[src/hw/palc_pkg.sv]
// What this block does
// - serial activity data out; frame strobe out only when standalone
// - each sample period spans at most ten bit times
// - short carrier pulses latched until next sample
// - collision slot low standalone, else follows AUI collision
// - loopback echoes each receive to its transmits
// - only squelch-qualified receive data echoed
// - echo is unretimed, passes straight through
// - minimum mode never enters loopback
// - test pin low leaves loopback at once
// - test high during reset selects minimum mode
package palc_pkg;
  localparam int CLK_MHZ = 125;
  // one bit time at 10 Mb/s, in ns
  localparam int BIT_TIME_NS = 100;
  localparam int BIT_TIME_UNITS_PER_SAMPLE = 10;
  localparam int SAMPLE_NS = BIT_TIME_NS * BIT_TIME_UNITS_PER_SAMPLE;
  // longest time: round down
  localparam int SAMPLE_CYC = (SAMPLE_NS * CLK_MHZ) / 1000;
  localparam int NUM_SLOTS = 10;
  localparam int SLOT_CYC = SAMPLE_CYC / NUM_SLOTS;
  localparam int NUM_TP = 8;
  localparam logic [1:0] ZEROS_TO_LOOP = 2'h3;
  localparam logic [3:0] SLOT_COLL = 4'h0;
  localparam logic [3:0] SLOT_AUI = 4'h1;
  localparam logic [3:0] SLOT_LAST = 4'h9;
  localparam logic [7:0] SLOT_CYC_LAST = 8'(SLOT_CYC - 1);
endpackage

[src/hw/palc_sync.sv]
`timescale 1ns/1ps
`default_nettype none
module palc_sync import palc_pkg::*; #(
  parameter int W = 1
) (
  input wire logic clock_i,
  input wire logic [W-1:0] async_i,
  output logic [W-1:0] sync_o
);
  logic [W-1:0] meta_q;
  // no reset: keeps sampling through reset so the mode strap is seen at release
  always_ff @(posedge clock_i) begin
    meta_q <= async_i;
    sync_o <= meta_q;
  end
endmodule
`default_nettype wire

[src/hw/palc_top.sv]
`timescale 1ns/1ps
`default_nettype none
module palc_top import palc_pkg::*; (
  input wire logic clock_i,
  input wire logic sys_rst_i,
  input wire logic [NUM_TP-1:0] tp_crs_i,
  input wire logic aui_crs_i,
  input wire logic aui_coll_i,
  input wire logic mgmt_attached_i,
  input wire logic test_pin_i,
  input wire logic mgmt_clk_i,
  input wire logic mgmt_data_i,
  input wire logic aui_di_i,
  input wire logic aui_di_squelch_ok_i,
  input wire logic [NUM_TP-1:0] tp_rxd_i,
  input wire logic [NUM_TP-1:0] tp_squelch_ok_i,
  input wire logic aui_do_norm_i,
  input wire logic [NUM_TP-1:0] tp_txd_norm_i,
  input wire logic [NUM_TP-1:0] tp_txp_norm_i,
  output logic activity_serial_out_o,
  output logic activity_frame_strobe_o,
  output logic activity_frame_strobe_oe_o,
  output logic loopback_o,
  output logic min_mode_o,
  output logic aui_do_o,
  output logic [NUM_TP-1:0] tp_txd_o,
  output logic [NUM_TP-1:0] tp_predistort_pair_o
);
  // =====================================================
  // input synchronisers
  localparam int NS = NUM_TP + 6;
  logic [NS-1:0] raw_w;
  logic [NS-1:0] syn_w;
  assign raw_w = {tp_crs_i, aui_crs_i, aui_coll_i, mgmt_attached_i, test_pin_i,
                  mgmt_clk_i, mgmt_data_i};
  palc_sync #(.W(NS)) u_sync (
    .clock_i(clock_i),
    .async_i(raw_w),
    .sync_o(syn_w)
  );
  logic [NUM_TP-1:0] tp_crs_s;
  logic aui_crs_s, coll_s, attached_s, test_s, mclk_s, mdat_s;
  assign {tp_crs_s, aui_crs_s, coll_s, attached_s, test_s, mclk_s, mdat_s} = syn_w;

  // =====================================================
  // slot and sample timing
  logic [7:0] slot_cnt_q;
  logic [3:0] slot_q;
  logic slot_end;
  logic frame_end;
  assign slot_end = (slot_cnt_q == SLOT_CYC_LAST);
  assign frame_end = slot_end && (slot_q == SLOT_LAST);
  always_ff @(posedge clock_i) begin
    if (sys_rst_i) begin
      slot_cnt_q <= '0;
      slot_q <= SLOT_COLL;
    end else if (slot_end) begin
      slot_cnt_q <= '0;
      slot_q <= frame_end ? SLOT_COLL : slot_q + 4'h1;
    end else begin
      slot_cnt_q <= slot_cnt_q + 8'h01;
    end
  end

  // =====================================================
  // activity capture: sticky over the period, snapshot at its end
  logic [NUM_TP:0] sticky_q;
  logic [NUM_TP:0] snap_q;
  logic [NUM_TP:0] crs_now;
  assign crs_now = {tp_crs_s, aui_crs_s};
  always_ff @(posedge clock_i) begin
    if (sys_rst_i) begin
      sticky_q <= '0;
      snap_q <= '0;
    end else if (frame_end) begin
      snap_q <= sticky_q | crs_now;
      sticky_q <= crs_now;
    end else begin
      sticky_q <= sticky_q | crs_now;
    end
  end

  // =====================================================
  // serial stream out
  always_ff @(posedge clock_i) begin
    if (sys_rst_i) begin
      activity_serial_out_o <= 1'b0;
      activity_frame_strobe_o <= 1'b0;
      activity_frame_strobe_oe_o <= 1'b0;
    end else begin
      if (slot_q == SLOT_COLL) begin
        activity_serial_out_o <= attached_s ? coll_s : 1'b0;
      end else begin
        activity_serial_out_o <= snap_q[slot_q - SLOT_AUI];
      end
      activity_frame_strobe_o <= (slot_q == SLOT_COLL) && !attached_s;
      activity_frame_strobe_oe_o <= !attached_s;
    end
  end

  // =====================================================
  // mode select and loopback programming
  typedef enum logic [1:0] {PALC_RESET, PALC_NORMAL, PALC_MIN} palc_mode_e;
  palc_mode_e mode_q;
  always_ff @(posedge clock_i) begin
    if (sys_rst_i) begin
      mode_q <= PALC_RESET;
    end else begin
      case (mode_q)
        PALC_RESET: mode_q <= test_s ? PALC_MIN : PALC_NORMAL;
        PALC_NORMAL: mode_q <= PALC_NORMAL;
        PALC_MIN: mode_q <= PALC_MIN;
        default: mode_q <= PALC_RESET;
      endcase
    end
  end
  // strap caught at the first edge after release; test pin seen through sync
  assign min_mode_o = (mode_q == PALC_MIN);

  logic mclk_d1_q;
  logic mclk_rise;
  logic [1:0] zeros_q;
  logic loop_q;
  always_ff @(posedge clock_i) begin
    if (sys_rst_i) begin
      mclk_d1_q <= 1'b0;
    end else begin
      mclk_d1_q <= mclk_s;
    end
  end
  assign mclk_rise = mclk_s && !mclk_d1_q;

  always_ff @(posedge clock_i) begin
    if (sys_rst_i || !test_s || mode_q != PALC_NORMAL) begin
      zeros_q <= '0;
      loop_q <= 1'b0;
    end else if (mclk_rise) begin
      if (mdat_s) begin
        zeros_q <= '0;
      end else if (zeros_q != ZEROS_TO_LOOP) begin
        zeros_q <= zeros_q + 2'h1;
        if (zeros_q + 2'h1 == ZEROS_TO_LOOP) begin
          loop_q <= 1'b1;
        end
      end
    end
  end
  assign loopback_o = loop_q;

  // =====================================================
  // transmit muxing: combinational, no retiming on the echo path
  always_comb begin
    if (loop_q) begin
      aui_do_o = aui_di_i & aui_di_squelch_ok_i;
      tp_txd_o = tp_rxd_i & tp_squelch_ok_i;
      tp_predistort_pair_o = tp_rxd_i & tp_squelch_ok_i;
    end else begin
      aui_do_o = aui_do_norm_i;
      tp_txd_o = tp_txd_norm_i;
      tp_predistort_pair_o = tp_txp_norm_i;
    end
  end

  // =====================================================
  // checks
  strobe_at_frame_a: assert property (@(posedge clock_i) disable iff (sys_rst_i)
    activity_frame_strobe_o |-> $past(slot_q) == SLOT_COLL)
    else $error("strobe outside collision slot");
  strobe_absent_a: assert property (@(posedge clock_i) disable iff (sys_rst_i)
    $past(attached_s) |-> !activity_frame_strobe_o && !activity_frame_strobe_oe_o)
    else $error("strobe driven while attached");
  coll_standalone_a: assert property (@(posedge clock_i) disable iff (sys_rst_i)
    ($past(slot_q) == SLOT_COLL && !$past(attached_s)) |-> !activity_serial_out_o)
    else $error("collision slot not low standalone");
  short_event_a: assert property (@(posedge clock_i) disable iff (sys_rst_i)
    (aui_crs_s && !frame_end) |=> sticky_q[0])
    else $error("short activity lost");
  min_no_loop_a: assert property (@(posedge clock_i) disable iff (sys_rst_i)
    min_mode_o |=> !loop_q)
    else $error("loopback in minimum mode");
  test_low_exit_a: assert property (@(posedge clock_i) disable iff (sys_rst_i)
    !test_s |=> !loop_q)
    else $error("loopback held with test low");
  loop_echo_a: assert property (@(posedge clock_i) disable iff (sys_rst_i)
    loop_q |-> tp_txd_o == (tp_rxd_i & tp_squelch_ok_i) && tp_predistort_pair_o == tp_txd_o)
    else $error("loopback echo wrong");
  squelch_block_a: assert property (@(posedge clock_i) disable iff (sys_rst_i)
    (loop_q && !aui_di_squelch_ok_i) |-> !aui_do_o)
    else $error("unqualified data echoed");
  one_resets_a: assert property (@(posedge clock_i) disable iff (sys_rst_i)
    (mclk_rise && mdat_s && test_s) |=> zeros_q == 2'h0)
    else $error("zero count not restarted");
  frame_period_a: assert property (@(posedge clock_i) disable iff (sys_rst_i)
    frame_end |=> !frame_end [*8])
    else $error("sample period too short");
endmodule
`default_nettype wire

[config.mk]
export PLATFORM = sky130hd
export DESIGN_NAME = palc_top
export DESIGN_NICKNAME = d
export VERILOG_FILES = /design/src/hw/palc_pkg.sv /design/src/hw/palc_sync.sv /design/src/hw/palc_top.sv
export SDC_FILE = /design/constraint.sdc
export NUM_CORES = 1
export LEC_CHECK = 0
export ABC_AREA = 1
export BUFFER_PORTS_ARGS = -buffer_cell sky130_fd_sc_hd__buf_2
export CORE_MARGIN = 1.5
export CORE_UTILIZATION = 35
export CTS_CLUSTER_DIAMETER = 60
export CTS_CLUSTER_SIZE = 30
export DETAILED_ROUTE_END_ITERATION = 8
export GPL_TIMING_DRIVEN = 0
export PLACE_DENSITY_LB_ADDON = 0.25
export RECOVER_POWER = 50
export SKIP_LAST_GASP = 1
export SLEW_MARGIN = 10
export SYNTH_ARGS = -nofsm -noshare
export SYNTH_HDL_FRONTEND = slang
export SYNTH_HIERARCHICAL = 1
export SYNTH_SLANG_ARGS = --single-unit
[constraint.sdc]
create_clock -name clock_i -period 1.7 [get_ports clock_i]
set_clock_uncertainty 0.05 [all_clocks]
set_input_delay 0.34 -clock clock_i [delete_from_list [all_inputs] [get_ports clock_i]]
set_output_delay 0.34 -clock clock_i [all_outputs]
set_load 0.02 [all_outputs]
==> results by group <==
Run status
  – Status: completed

Global routing
  – GRT Util Overall: between 10% and 20%
  – Largest net degree at the start of global routing: 13
  – First-pass GRT wire length: slightly above 7000 µm
  – Vias in the first global route: around 1700
  – Initial antenna violation count: 0
  – Gr ovfl total: 0

Setup path
  – Kind of critical path: flip-flop to primary output
  – Crit path required time: 1.31 ns
  – Critical Path AT: around 1.2 ns
  – Critical path's most frequent cell: buf_6
  – Worst Setup SP: loopback_o$_SDFFE_PP0P_
  – Critical Path Sink Type: primary output
  – Slowest stage delay, CP: 0.34 ns
  – CP Cell Sequence: buf_6 -> buf_6 -> nand3_1 -> nand2_1 -> buf_2
  – Worst R2R Start: slot_cnt_q[0]$_SDFF_PP0_
  – Critical path peak fanout: 9
  – WP buf/inv: 3
  – Critical path's top delay family: buffers and inverters
  – Crit path max-delay cell type: dfxtp_2
  – Startpoint class of the critical path: flip-flop

Job
  – Max-Cap Viols: 0

Clock tree
  – Num CTS Buffers: 9
  – Root Driver: clkbuf_8
  – H-tree Lvls: 3
  – Worst skew pair latency: 0.33 ns
  – CTS Buffer Depth: 2
  – Clk slew on worst S/H paths: 0.07 ns
  – Clock sinks: between 60 and 70
  – CTS tree: yes

Die
  – Io pins: 73
  – Core Region: slightly below 0.007 mm²
  – Die Footprint: 0.00757 mm²
  – Die Y: around 87 µm
  – Row Count: 30
  – Die width: between 80 and 90 µm
  – Initial Util: 36.4%

Power
  – Static leakage: ~1.5 nW
  – Peak supply drop: 0.604 mV
  – Sequential power share: between 50 and 60%
  – P per Cell Area: about 950 mW/mm²
  – Int Pwr: between 0.002 and 0.0025 W
  – Clock share of power: about 37%
  – Psw: roughly 0.00072 W
  – Switching portion of total power: between 20% and 30%
  – Combinational share of power: roughly 7%

Logic synthesis
  – Top cell type's share of synthesized area: 54.3%
  – Synth Area in Compound Gates: a little under an eighth
  – Simple-gate share of the synthesized area: approximately 22%
  – Adder-cell share of the synthesized area: slightly above 3%
  – Ranking of synthesized cells by area: dfxtp_1 54%, nand2_1 9.1%, inv_1 4.7%
  – Xor/xnor share of the synthesized area: ~1.8%
  – Largest family of logic cells by synthesized area: simple AND/OR/NAND/NOR gates
  – Register area share after synthesis: approximately 54%
  – Most frequent cell after synthesis: dfxtp_1
  – Synth top cells by count: 67 x dfxtp_1, 60 x nand2_1, 31 x inv_1
  – Avg Inst Size Synth: 8.92 µm²
  – Post-synthesis instance total: around 280
  – Mapped Nets: ~330
  – Warnings from Yosys: 6
  – Post-synthesis mux area share: 0%
  – #FFs+latches synth: 67
  – Async SR Flop Fraction: 0%
  – Number of synthesized flops with an enable pin: 0
  – Yosys top cell by area: dfxtp_1
  – Synth cell types: 32
  – Ys flop type: dfxtp_1
  – Synth Cell Area: 0.00247 mm²

Placed design
  – Pre-CTS setup slack: -0.0952 ns
  – Port bufs: 71
  – Routability congestion estimate: ~0.77
  – Placed cell count: roughly 440
  – DP HPWL: approximately 3300 µm

Final layout
  – Filler instances: approximately 680
  – Finished Layout Cells: 460
  – N_diodes: 0
  – Layout Nets: between 400 and 500
  – Area of the multi-input gates: approximately 940 µm²
  – FF+latch area: 0.00135 mm²
  – Synth-to-Final Area Change: 27.4%
  – Share of cells above drive strength 1: 30.8%
  – Share of the core filled with cells: 46.3%

Routing
  – Avg WL per Cell: around 9.8 µm
  – Initial drt markers: between 80 and 90
  – Via density: about 4.3
  – Drc violations: 0
  – Antenna-violating nets left: 0
  – Via count: about 2000
  – Post-Route WL: around 4500 µm
  – Detailed-router iteration count before antenna repair: 4

Timing
  – Final hold vios: 0
  – Setup_tns: 0 ns
  – Worst-margin pin slew: around 0.36 ns
  – RSZ-0062 raised after global routing: true
  – Worst hold slack: 0.0491 ns
  – Setup-failing EPs final: 0
  – Rel. slew slack: between 70% and 80%
  – Post-layout min period: ~1.6 ns
  – Slack of the critical path: about 0.097 ns
  – Ratio of final minimum period to clock period: between 90% and 100%
  – Max Clk Rate: slightly above 600 MHz
  – Fin. max-slew vios: 0

Worst hold path
  – HP Start: tp_crs_i[4]
  – HP Class: primary input to flip-flop
timing repair:
| item | in CTS | in global routing |
|---|---|---|
| endpoints found under the setup margin | 18 | 14 |
| buffers inserted | 1 | 0 |
| gates cloned | 0 | 0 |
| pin swaps | 0 | 0 |
| gates resized for setup | 9 | 8 |
| hold buffers | 0 | 0 |
flip-flops by register name (all words and copies together), names as in the netlist:
register,count
zeros_q,2
slot_cnt_q,8
loopback_o,1
mode_q,2
u_sync/meta_q,14
snap_q,9
mclk_d1_q,1
activity_serial_out_o,1
sticky_q,9
u_sync/sync_o,14
slot_q,4
activity_frame_strobe_o,1
activity_frame_strobe_oe_o,1
final cells by class:
type,instances,share of cell area [%]
multi-input combinational,166,30.0
sequential,67,42.8
tap,96,3.82
inverter,37,4.57
buffer,6,1.55
timing repair buffer,72,11.9
clock inverter,6,1.31
clock buffer,10,4.05
worst paths after layout:
path / end / slack (ns) / cells past startpoint
worst min register to register: u_sync/sync_o[1]$_DFF_P_ / 0.28 / 0
worst max-delay path: tp_predistort_pair_o[4] / 0.1 / 5
worst min-delay path: u_sync/meta_q[10]$_DFF_P_ / 0.05 / 1
worst max register to register: snap_q[2]$_SDFFE_PP0P_ / 0.13 / 7
logic make-up (layout without fill, tap and decap cells):
logic type	Yosys count	count (layout)
AND/OR/NAND/NOR	116	116
flip-flops	67	67
buffers and inverters	44	131
AO/OA/AOI/OAI	39	39
adder cells (fa/ha/maj)	6	6
XOR/XNOR	5	5
per-layer routing:
| metal | GRT usage [%] | vias to the layer above | wire length [µm] |
|---|---|---|---|
| met4 | 5.57 | 0 | 57 |
| li1 | - | 1057 | - |
| met2 | 19.5 | 37 | 2150 |
| met5 | 0 | - | 0 |
| met3 | 5.50 | 7 | 203 |
| met1 | 14.4 | 880 | 2090 |
power groups by stage:
stage                     clock network (W)  logic [W]  registers, W
after floorplan                           0   0.000116       0.00169
after global placement                    0   0.000210       0.00169
after detailed placement                  0   0.000214       0.00170
after CTS                           0.00117   0.000216       0.00166
after global routing                0.00123   0.000237       0.00166
final                               0.00111   0.000215       0.00166
per-stage QoR:
step	total power, W	cell area (µm²)
finish	0.00299	3150
global route	0.00314	3150
CTS	0.00304	3150
detailed placement	0.00191	2950
global placement	0.00190	2950
floorplan	0.00181	2470
cell usage in the layout, fill, tap and decap left out, types with 2 or more instances in the layout:
cell,n
nor3_1,5
a22oi_1,7
xor2_1,4
nand2_2,2
inv_2,5
inv_1,31
o21ai_0,10
ha_1,6
dfxtp_1,65
o21bai_2,9
clkbuf_8,9
a21oi_1,9
a211oi_1,2
nor2_1,16
nor3b_1,2
nand4_1,3
clkinv_2,2
clkbuf_1,6
buf_4,6
clkinvlp_4,3
nand2_1,60
nand3_1,21
buf_6,4
buf_2,62
(Power assumes the default switching activity.)
